**src/logic/sdf_consts.vh**
```
// Constants shared by the step and direction command front end.
`ifndef SDF_CONSTS_VH
`define SDF_CONSTS_VH
// Clock rate in kHz and documented times.
`define SDF_CLK_KHZ       200000
`define SDF_WINDOW_MS     5000
`define SDF_FLASH_MS      250
`define SDF_BLINK_MS      500
`define SDF_STEP_PW_NS    1000
// Register byte offsets.
`define SDF_REG_CTRL      4'h0
`define SDF_REG_STATUS    4'h4
`define SDF_REG_IRQ_STAT  4'h8
`define SDF_REG_IRQ_MASK  4'hc
// Control field positions and reset values.
`define SDF_CTRL_MODE_LO  0
`define SDF_CTRL_LIM_EN   2
`define SDF_CTRL_ESTOP_EN 3
`define SDF_MODE_FULL     2'h0
`define SDF_MODE_HALF     2'h1
`define SDF_MODE_QUARTER  2'h2
`define SDF_MODE_SIXTEEN  2'h3
`define SDF_RST_MODE      2'h2
`define SDF_RST_LIM_EN    1'h1
`define SDF_RST_ESTOP_EN  1'h0
// Interrupt status bit positions.
`define SDF_IRQ_WIN_END   0
`define SDF_IRQ_CMD       1
`define SDF_IRQ_LIMIT     2
`define SDF_IRQ_ESTOP     3
// Command codes delivered by the pattern decoder.
`define SDF_CMD_LIM_ON    4'h4
`define SDF_CMD_LIM_OFF   4'h5
`define SDF_CMD_ESTOP_ON  4'h6
`define SDF_CMD_ESTOP_OFF 4'h7
`define SDF_CMD_DEFAULTS  4'h8
// AXI responses.
`define SDF_RESP_OKAY     2'h0
`define SDF_RESP_SLVERR   2'h2
`endif

```
**src/logic/sdf_front_end.v**
```verilog
// Step and direction front end with command window, LED sequence and AXI4-Lite registers.
//
// Our own choices: the register addresses and the AXI4-Lite register port.
`timescale 1ns/100ps
`default_nettype none
`include "sdf_consts.vh"
// What this block does
// - Turn step and direction inputs into driver step, direction and microstep outputs.
// - After power-up flash both LEDs together twice.
// - Then blink red slowly for five seconds, then both LEDs off.
// - While red blinks, classify input activity as steps or commands.
// - A command updates a stored setting or runs a device function.
// - After five seconds switch alone to pass-through; commands no longer detected.
// - In pass-through ignore every configuration change except interrupt mask writes; inputs are plain step and direction.
// - Only reset restarts the window; nothing else leaves pass-through.
// - Default microstep mode is quarter step.
// - Default limit recognition on, emergency-stop recognition off.
// - Enabled and asserted limit input halts stepping.
// - Enabled and asserted emergency-stop input halts stepping.
module sdf_front_end #(
  parameter WINDOW_CYC = `SDF_WINDOW_MS * `SDF_CLK_KHZ,
  parameter FLASH_CYC  = `SDF_FLASH_MS * `SDF_CLK_KHZ,
  parameter BLINK_CYC  = `SDF_BLINK_MS * `SDF_CLK_KHZ
) (
  input  wire        clk,
  input  wire        rst,
  input  wire        step_pin,
  input  wire        dir_pin,
  input  wire        limit_pin,
  input  wire        estop_pin,
  output reg         drv_step,
  output reg         drv_dir,
  output reg  [1:0]  drv_mode,
  output reg         led_red,
  output reg         led_green,
  output reg         irq,
  input  wire [3:0]  s_axi_awaddr,
  input  wire        s_axi_awvalid,
  output reg         s_axi_awready,
  input  wire [31:0] s_axi_wdata,
  input  wire [3:0]  s_axi_wstrb,
  input  wire        s_axi_wvalid,
  output reg         s_axi_wready,
  output reg  [1:0]  s_axi_bresp,
  output reg         s_axi_bvalid,
  input  wire        s_axi_bready,
  input  wire [3:0]  s_axi_araddr,
  input  wire        s_axi_arvalid,
  output reg         s_axi_arready,
  output reg  [31:0] s_axi_rdata,
  output reg  [1:0]  s_axi_rresp,
  output reg         s_axi_rvalid,
  input  wire        s_axi_rready
);
  // ****************************************
  // Constants and state codes
  // ****************************************
  localparam [31:0] STEP_PW_CYC = (`SDF_STEP_PW_NS * `SDF_CLK_KHZ + 999999) / 1000000;
  localparam [3:0] ST_FLASH  = 4'b0001;
  localparam [3:0] ST_WINDOW = 4'b0010;
  localparam [3:0] ST_PASS   = 4'b0100;
  localparam [3:0] ST_IDLE   = 4'b1000;

  wire [3:0]  pins_sync;
  reg  [3:0]  pins_prev;
  wire        step_rise;
  wire        dir_edge;
  wire        plain_step;
  wire        cmd_valid;
  wire [3:0]  cmd_code;
  reg  [3:0]  state;
  reg  [31:0] timer;
  reg  [31:0] blink_cnt;
  reg  [1:0]  flash_phase;
  reg  [1:0]  step_mode;
  reg         lim_en;
  reg         estop_en;
  reg  [3:0]  last_cmd;
  reg  [3:0]  irq_stat;
  reg  [3:0]  irq_mask;
  reg  [31:0] pw_cnt;
  reg  [3:0]  aw_addr;
  reg         aw_held;
  reg  [31:0] w_data;
  reg  [3:0]  w_strb;
  reg         w_held;
  wire        in_window;
  wire        halted;
  wire        step_take;
  wire        wr_fire;
  wire        rd_fire;
  wire        rd_stat;
  wire [3:0]  irq_set;

  // ****************************************
  // Input conditioning
  // ****************************************
  sdf_sync #(
    .W (4)
  ) u_sync (
    .clk   (clk),
    .rst   (rst),
    .pin   ({estop_pin, limit_pin, dir_pin, step_pin}),
    .level (pins_sync)
  );

  // Previous filtered levels give clean edges.
  always @(posedge clk) begin
    if (rst) begin
      pins_prev <= 4'h0;
    end else begin
      pins_prev <= pins_sync;
    end
  end

  assign step_rise = pins_sync[0] & ~pins_prev[0];
  assign dir_edge  = pins_sync[1] ^ pins_prev[1];
  assign in_window = (state == ST_WINDOW);
  // Halting is a level: stepping resumes once the input releases.
  assign halted    = (lim_en & pins_sync[2]) | (estop_en & pins_sync[3]);

  // ****************************************
  // Command decoder
  // ****************************************
  // Enabled only inside the window, so pass-through never sees commands.
  sdf_cmd_decoder u_dec (
    .clk        (clk),
    .rst        (rst),
    .enable     (in_window),
    .step_rise  (step_rise),
    .dir_edge   (dir_edge),
    .plain_step (plain_step),
    .cmd_valid  (cmd_valid),
    .cmd_code   (cmd_code)
  );

  // ****************************************
  // Power-up sequence and window timer
  // ****************************************
  // Four flash phases, then the timed window, then pass-through for good.
  always @(posedge clk) begin
    if (rst) begin
      state       <= ST_FLASH;
      timer       <= 32'h00000000;
      flash_phase <= 2'h0;
    end else begin
      case (state)
        ST_FLASH: begin
          if (timer >= FLASH_CYC - 1) begin
            timer       <= 32'h00000000;
            flash_phase <= flash_phase + 2'h1;
            if (flash_phase == 2'h3) begin
              state <= ST_WINDOW;
            end
          end else begin
            timer <= timer + 32'h00000001;
          end
        end
        ST_WINDOW: begin
          if (timer >= WINDOW_CYC - 1) begin
            timer <= 32'h00000000;
            state <= ST_PASS;
          end else begin
            timer <= timer + 32'h00000001;
          end
        end
        ST_PASS: begin
          state <= ST_PASS;
        end
        default: begin
          state <= ST_FLASH;
        end
      endcase
    end
  end

  // Slow red blink runs only in the window.
  always @(posedge clk) begin
    if (rst || !in_window) begin
      blink_cnt <= 32'h00000000;
    end else if (blink_cnt >= BLINK_CYC - 1) begin
      blink_cnt <= 32'h00000000;
    end else begin
      blink_cnt <= blink_cnt + 32'h00000001;
    end
  end

  // LEDs: both on in even flash phases, red toggles in the window, dark after.
  always @(posedge clk) begin
    if (rst) begin
      led_red   <= 1'b0;
      led_green <= 1'b0;
    end else begin
      case (state)
        ST_FLASH: begin
          led_red   <= ~flash_phase[0];
          led_green <= ~flash_phase[0];
        end
        ST_WINDOW: begin
          led_green <= 1'b0;
          if (blink_cnt >= BLINK_CYC - 1) begin
            led_red <= ~led_red;
          end
        end
        default: begin
          led_red   <= 1'b0;
          led_green <= 1'b0;
        end
      endcase
    end
  end

  // ****************************************
  // Configuration store
  // ****************************************
  // Commands and control register writes change settings only in the window.
  always @(posedge clk) begin
    if (rst) begin
      step_mode <= `SDF_RST_MODE;
      lim_en    <= `SDF_RST_LIM_EN;
      estop_en  <= `SDF_RST_ESTOP_EN;
      last_cmd  <= 4'h0;
    end else if (in_window && cmd_valid) begin
      last_cmd <= cmd_code;
      case (cmd_code)
        4'h0, 4'h1, 4'h2, 4'h3: begin
          step_mode <= cmd_code[1:0];
        end
        `SDF_CMD_LIM_ON: begin
          lim_en <= 1'b1;
        end
        `SDF_CMD_LIM_OFF: begin
          lim_en <= 1'b0;
        end
        `SDF_CMD_ESTOP_ON: begin
          estop_en <= 1'b1;
        end
        `SDF_CMD_ESTOP_OFF: begin
          estop_en <= 1'b0;
        end
        `SDF_CMD_DEFAULTS: begin
          step_mode <= `SDF_RST_MODE;
          lim_en    <= `SDF_RST_LIM_EN;
          estop_en  <= `SDF_RST_ESTOP_EN;
        end
        default: begin
          last_cmd <= cmd_code;
        end
      endcase
    end else if (in_window && wr_fire && aw_addr == `SDF_REG_CTRL && w_strb[0]) begin
      step_mode <= w_data[`SDF_CTRL_MODE_LO +: 2];
      lim_en    <= w_data[`SDF_CTRL_LIM_EN];
      estop_en  <= w_data[`SDF_CTRL_ESTOP_EN];
    end
  end

  // ****************************************
  // Driver outputs
  // ****************************************
  // In the window only decoder-approved steps pass; after it every rising edge does unless halted.
  assign step_take = ~halted & (in_window ? plain_step : (state == ST_PASS) & step_rise);

  // Fixed-width step pulse; edges inside a pulse are absorbed, so the pulse caps the rate.
  always @(posedge clk) begin
    if (rst) begin
      drv_step <= 1'b0;
      drv_dir  <= 1'b0;
      drv_mode <= `SDF_RST_MODE;
      pw_cnt   <= 32'h00000000;
    end else begin
      drv_mode <= step_mode;
      if (step_take && !drv_step) begin
        drv_step <= 1'b1;
        drv_dir  <= pins_sync[1];
        pw_cnt   <= STEP_PW_CYC - 1;
      end else if (pw_cnt != 32'h00000000) begin
        pw_cnt <= pw_cnt - 32'h00000001;
      end else begin
        drv_step <= 1'b0;
      end
    end
  end

  // ****************************************
  // Interrupts
  // ****************************************
  assign irq_set[`SDF_IRQ_WIN_END] = in_window && timer >= WINDOW_CYC - 1;
  assign irq_set[`SDF_IRQ_CMD]     = in_window && cmd_valid;
  assign irq_set[`SDF_IRQ_LIMIT]   = lim_en && pins_sync[2] && !pins_prev[2];
  assign irq_set[`SDF_IRQ_ESTOP]   = estop_en && pins_sync[3] && !pins_prev[3];
  assign rd_stat = rd_fire && s_axi_araddr == `SDF_REG_IRQ_STAT;

  // Sticky bits cleared by a status read; a new event in the same cycle wins.
  always @(posedge clk) begin
    if (rst) begin
      irq_stat <= 4'h0;
      irq      <= 1'b0;
    end else begin
      irq_stat <= (rd_stat ? 4'h0 : irq_stat) | irq_set;
      irq      <= |(((rd_stat ? 4'h0 : irq_stat) | irq_set) & irq_mask);
    end
  end

  // ****************************************
  // AXI4-Lite write channel
  // ****************************************
  assign wr_fire = aw_held && w_held && !s_axi_bvalid;

  // Address and data are caught in either order; the response follows both.
  always @(posedge clk) begin
    if (rst) begin
      s_axi_awready <= 1'b1;
      s_axi_wready  <= 1'b1;
      s_axi_bvalid  <= 1'b0;
      s_axi_bresp   <= `SDF_RESP_OKAY;
      aw_held       <= 1'b0;
      w_held        <= 1'b0;
      aw_addr       <= 4'h0;
      w_data        <= 32'h00000000;
      w_strb        <= 4'h0;
      irq_mask      <= 4'h0;
    end else begin
      if (s_axi_awvalid && s_axi_awready) begin
        aw_addr       <= s_axi_awaddr;
        aw_held       <= 1'b1;
        s_axi_awready <= 1'b0;
      end
      if (s_axi_wvalid && s_axi_wready) begin
        w_data       <= s_axi_wdata;
        w_strb       <= s_axi_wstrb;
        w_held       <= 1'b1;
        s_axi_wready <= 1'b0;
      end
      if (wr_fire) begin
        aw_held      <= 1'b0;
        w_held       <= 1'b0;
        s_axi_bvalid <= 1'b1;
        s_axi_bresp  <= (aw_addr[1:0] == 2'h0) ? `SDF_RESP_OKAY : `SDF_RESP_SLVERR;
        if (aw_addr == `SDF_REG_IRQ_MASK && w_strb[0]) begin
          irq_mask <= w_data[3:0];
        end
      end
      if (s_axi_bvalid && s_axi_bready) begin
        s_axi_bvalid  <= 1'b0;
        s_axi_awready <= 1'b1;
        s_axi_wready  <= 1'b1;
      end
    end
  end

  // ****************************************
  // AXI4-Lite read channel
  // ****************************************
  assign rd_fire = s_axi_arvalid && s_axi_arready;

  // One read at a time; arready drops until the data is taken.
  always @(posedge clk) begin
    if (rst) begin
      s_axi_arready <= 1'b1;
      s_axi_rvalid  <= 1'b0;
      s_axi_rdata   <= 32'h00000000;
      s_axi_rresp   <= `SDF_RESP_OKAY;
    end else if (rd_fire) begin
      s_axi_arready <= 1'b0;
      s_axi_rvalid  <= 1'b1;
      s_axi_rresp   <= `SDF_RESP_OKAY;
      case (s_axi_araddr)
        `SDF_REG_CTRL: begin
          s_axi_rdata <= {28'h0000000, estop_en, lim_en, step_mode};
        end
        `SDF_REG_STATUS: begin
          s_axi_rdata <= {23'h000000, last_cmd, halted, pins_sync[3:2], state == ST_PASS, in_window};
        end
        `SDF_REG_IRQ_STAT: begin
          s_axi_rdata <= {28'h0000000, irq_stat};
        end
        `SDF_REG_IRQ_MASK: begin
          s_axi_rdata <= {28'h0000000, irq_mask};
        end
        default: begin
          s_axi_rdata <= 32'h00000000;
          s_axi_rresp <= `SDF_RESP_SLVERR;
        end
      endcase
    end else if (s_axi_rvalid && s_axi_rready) begin
      s_axi_rvalid  <= 1'b0;
      s_axi_arready <= 1'b1;
    end
  end
endmodule // sdf_front_end
`default_nettype wire

```
**src/logic/sdf_sync.v**
```verilog
// Three flop input synchroniser with agreement filter, one lane per bit.
`timescale 1ns/100ps
`default_nettype none
module sdf_sync #(
  parameter W = 4
) (
  input  wire         clk,
  input  wire         rst,
  input  wire [W-1:0] pin,
  output reg  [W-1:0] level
);
  reg [W-1:0] s1;
  reg [W-1:0] s2;
  reg [W-1:0] s3;
  genvar i;
  // ****************************************
  // Per bit chain
  // ****************************************
  generate
    for (i = 0; i < W; i = i + 1) begin : g_lane
      // The first stage feeds only the second; a change counts when stages two and three agree.
      always @(posedge clk) begin
        if (rst) begin
          s1[i]    <= 1'b0;
          s2[i]    <= 1'b0;
          s3[i]    <= 1'b0;
          level[i] <= 1'b0;
        end else begin
          s1[i] <= pin[i];
          s2[i] <= s1[i];
          s3[i] <= s2[i];
          if (s2[i] == s3[i]) begin
            level[i] <= s3[i];
          end
        end
      end
    end
  endgenerate
endmodule // sdf_sync
`default_nettype wire

```
**src/logic/sdf_cmd_decoder.v**
```verilog
// Pluggable pattern decoder telling ordinary steps from encoded commands.
`timescale 1ns/100ps
`default_nettype none
module sdf_cmd_decoder (
  input  wire       clk,
  input  wire       rst,
  input  wire       enable,
  input  wire       step_rise,
  input  wire       dir_edge,
  output reg        plain_step,
  output reg        cmd_valid,
  output reg  [3:0] cmd_code
);
  reg [4:0] toggles;
  // Direction toggles between steps mark a command; toggles minus two is the code.
  // A lone step with fewer than two toggles is an ordinary step. Swap this module to change encoding.
  always @(posedge clk) begin
    if (rst || !enable) begin
      toggles    <= 5'h00;
      plain_step <= 1'b0;
      cmd_valid  <= 1'b0;
      cmd_code   <= 4'h0;
    end else begin
      plain_step <= 1'b0;
      cmd_valid  <= 1'b0;
      if (step_rise) begin
        toggles <= 5'h00;
        if (toggles >= 5'h02 && toggles <= 5'h11) begin
          cmd_valid <= 1'b1;
          cmd_code  <= toggles[3:0] - 4'h2;
        end else if (toggles < 5'h02) begin
          plain_step <= 1'b1;
        end
      end else if (dir_edge && toggles != 5'h1f) begin
        toggles <= toggles + 5'h01;
      end
    end
  end
endmodule // sdf_cmd_decoder
`default_nettype wire

```
**config.mk**
```make
export PLATFORM = sky130hd
export DESIGN_NAME = sdf_front_end
export DESIGN_NICKNAME = d
export VERILOG_FILES = /design/src/logic/sdf_front_end.v /design/src/logic/sdf_sync.v /design/src/logic/sdf_cmd_decoder.v
export VERILOG_INCLUDE_DIRS = /design/src /design/src/logic
export SDC_FILE = /design/constraint.sdc
export NUM_CORES = 1
export LEC_CHECK = 0
export BUFFER_PORTS_ARGS = -buffer_cell sky130_fd_sc_hd__clkbuf_2
export CAP_MARGIN = 20
export CORE_MARGIN = 1
export CORE_UTILIZATION = 60
export CTS_BUF_LIST = sky130_fd_sc_hd__clkbuf_4
export CTS_CLUSTER_SIZE = 16
export DETAILED_ROUTE_END_ITERATION = 8
export PLACE_DENSITY = 0.82
export SLEW_MARGIN = 20
export SYNTH_ARGS = -nofsm -noshare
export SYNTH_HDL_FRONTEND = slang
export SYNTH_HIERARCHICAL = 1
export SYNTH_SLANG_ARGS = --single-unit
```
**constraint.sdc**
```tcl
create_clock -name clk -period 3 [get_ports clk]
set_input_delay 0 -clock clk [delete_from_list [all_inputs] [get_ports clk]]
set_output_delay 0 -clock clk [all_outputs]
set_load 0.03 [all_outputs]
```
==> flow_metrics.env <==
export IMPL_synth_edf_count=0
export IMPL_avgSynthCellArea_um2=8.816
export IMPL_grt_max_degree=46
export IMPL_fin_worst_skew_ns=0.02055
export IMPL_area_delta_synth_final_pct=11.93
export IMPL_viasPerCell=5.454
export IMPL_wire_per_inst_um=13.59
export IMPL_routed_wl_um=16120
export IMPL_r2r_cells=6
export IMPL_synth_flop_cell="dfxtp_1"
export IMPL_yosys_warnings=6
export IMPL_seqCellArea_um2=3643
export IMPL_clk_latency_ns=0.57
export IMPL_finalSetupViolCount=0
export IMPL_htree_levels=4
export IMPL_cts_made_buffers=17
export IMPL_via_count=6469
export IMPL_die_h_um=117.9
export IMPL_final_cell_area_um2=9019
export IMPL_cp_start_kind="register"
export IMPL_num_rows=41
export IMPL_grt_pass1_wl_um=27590
export IMPL_grt_pass1_vias=6094
export IMPL_p_leak_nw=3.362
export IMPL_yosys_top_cells_count="dfxtp_1 (182), nor2_1 (136), nand2_1 (75)"
export IMPL_synth_cells=914
export IMPL_yosysSeqAreaShare_pct=45.22
export IMPL_cts_root_buf="clkbuf_4"
export IMPL_tightest_slew_ns=0.9375
export IMPL_start_util_pct=62.58
export IMPL_cp_end_kind="register"
export IMPL_nets=1065
export IMPL_drtIter0Drc=361
export IMPL_crit_type="reg -> reg"
export IMPL_crit_family="simple AND/OR/NAND/NOR gates"
export IMPL_gp_congestion=0.8134
export IMPL_antenna_found_initial=1
export IMPL_ys_types=70
export IMPL_cp_required_ns=3.48
export IMPL_relSlewSlack_pct=37.50
export IMPL_p_seq_share_pct=53.6
export IMPL_async_flop_share_pct=0
export IMPL_intPower_mw=3.414
export IMPL_dpl_instance_area_um2=8322
export IMPL_io_pins=103
export IMPL_p_comb_share_pct=21.0
export IMPL_worstPathCellList="or4_1, or4_4, nor3_4, nor3_1, xnor2_1, nor2_1"
export IMPL_maxCapViolations=0
export IMPL_die_area_um2=13900
export IMPL_coreArea_um2=12880
export IMPL_synth_most_common_cell="dfxtp_1"
export IMPL_rsz0062_at_grt="no"
export IMPL_p_sw_mw=1.533
export IMPL_drive_above_1_share_pct=12.14
export IMPL_drc=0
export IMPL_multi_input_area_um2=4098
export IMPL_clkTransAtPathRegs_ns=0.15
export IMPL_synth_seq_cells=182
export IMPL_critical_path_max_stage_delay_ns=0.59
export IMPL_critPathArrivalTime_ns=2.94
export IMPL_crit_buf_inv=0
export IMPL_fmax_mhz=407.4
export IMPL_critPathMaxFanout=13
export IMPL_synth_area_leader_cell="dfxtp_1"
export IMPL_dr_pass1_iters=4
export IMPL_post_route_period_util_pct=81.82
export IMPL_cts_tree="yes"
export IMPL_vdd_drop_max_uv=653.8
export IMPL_finalHoldViolCount=0
export IMPL_fin_crit_ns=2.455
export IMPL_port_buffers=46
export IMPL_crit_slowest_cell="or4_1"
export IMPL_hold_class="in -> reg"
export IMPL_grtUsageTotal_pct=24.14
export IMPL_p_clk_share_pct=25.4
export IMPL_min_path_cells=3
export IMPL_cts_resized=0
export IMPL_pwr_density_cell_nw_per_um2=548.5
export IMPL_clock_path_buffers=2
export IMPL_numClockSinks=182
export IMPL_n_fill_cell=1017
export IMPL_crit_cells=6
export IMPL_drv_slew=0
export IMPL_antenna_left=0
export IMPL_overflow=0
export IMPL_ys_top_cells_by_area="dfxtp_1 (45%), nor2_1 (6.3%), xnor2_1 (6.2%)"
export IMPL_outcome="completed"
export IMPL_syn_area_um2=8058
export IMPL_dp_hpwl_um=10720
export IMPL_synth_top_area_share_pct=45.22
export IMPL_swShare_pct=30.99
export IMPL_setup_tns_ns=0
export IMPL_die_w_um=117.9
[through the flow]
step | cells | worst slack [ns] | util [%] | total power [mW] | hold slack, ns
after global routing | 1186 | 0.3594 | 70.04 | 5.222 | 0.1468
after CTS | 1185 | 0.5576 | 70.02 | 4.971 | 0.1160
final | 1186 | 0.5455 | 70.04 | 4.947 | 0.1796
after floorplan | 943 | 0.8337 | - | 3.537 | 0.1004
after detailed placement | 1109 | 0.5697 | 64.63 | 3.685 | 0.2151
after global placement | 1109 | 0.5712 | 64.63 | 3.661 | 0.2151
[power by group through the flow]
stage	Clock (mW)	Combinational, mW	Sequential (mW)
5_1_grt	1.38	1.17	2.67
3_3_place_gp	0	0.966	2.69
4_1_cts	1.29	1.04	2.65
2_1_floorplan	0	0.852	2.69
6_report	1.26	1.04	2.65
3_5_place_dp	0	0.987	2.70
[worst register-to-register path, cell delays in order, from the launching register on]
cell and delay (ns):
dfxtp_1 0.39, or4_1 0.59, or4_4 0.56, nor3_4 0.46, nor3_1 0.15, xnor2_1 0.17
nor2_1 0.05
[cell families (layout without fill, tap and decap cells)]
family,count (synthesis),after routing,share of synthesized area (%)
mux,15,15,2.485
simple gates,433,433,27.28
buf+inv,78,148,5.279
xor+xnor,91,91,9.891
compound gates,104,104,8.245
flops,182,182,45.22
fa+ha+maj,10,10,1.553
other cells,1,31,0.04654
[registers in the layout, summed over array words and instances (netlist names), 5 cells and up]
name / flops
u_dec/toggles: 5
pw_cnt: 32
blink_cnt: 32
timer: 32
s_axi_rdata: 9
[layer usage]
layer | wire length, um | up-vias | track usage [%]
met5 | 0 | - | 0
met1 | 7655 | 3049 | 31.47
met3 | 614 | 21 | 5.281
met2 | 7605 | 134 | 39.41
li1 | - | 3265 | -
met4 | 245 | 0 | 8.173
[worst paths after layout]
kind / start / slack [ns] / end
hold reg to reg: u_sync/s1[0] / 0.46 / u_sync/s2[0]
setup / recovery: pw_cnt[2] / 0.55 / pw_cnt[20]
setup reg to reg: pw_cnt[2] / 0.55 / pw_cnt[20]
hold / removal: dir_pin / 0.18 / u_sync/s1[1]
[placed cells by master, fill, tap and decap left out, drive strengths merged, types with 24 or more instances in the layout]
| master | netlist | routed |
|---|---|---|
| nand2 | 77 | 77 |
| dfxtp | 182 | 182 |
| clkbuf | 19 | 66 |
| xor2 | 34 | 34 |
| nor2 | 136 | 136 |
| nor4 | 24 | 24 |
| conb | 1 | 30 |
| a21oi | 47 | 47 |
| nand3 | 42 | 42 |
| dlygate4sd3 | 0 | 44 |
| xnor2 | 57 | 57 |
| nor3 | 38 | 38 |
[cell type report]
type                            count  area share (%)
Multi-Input combinational cell    683           45.44
Timing Repair Buffer              100           8.269
Clock inverter                     12           1.152
Inverter                           16          0.6659
Clock buffer                       20           1.665
Antenna cell                        1         0.02775
Sequential cell                   182           40.40
Tap cell                          172           2.386
[what timing repair did]
action                    in CTS  in global routing
hold endpoints to repair      31                  0
setup buffers                  0                  0
hold buffers                  44                  0
Power figures use the tool's default switching activity.
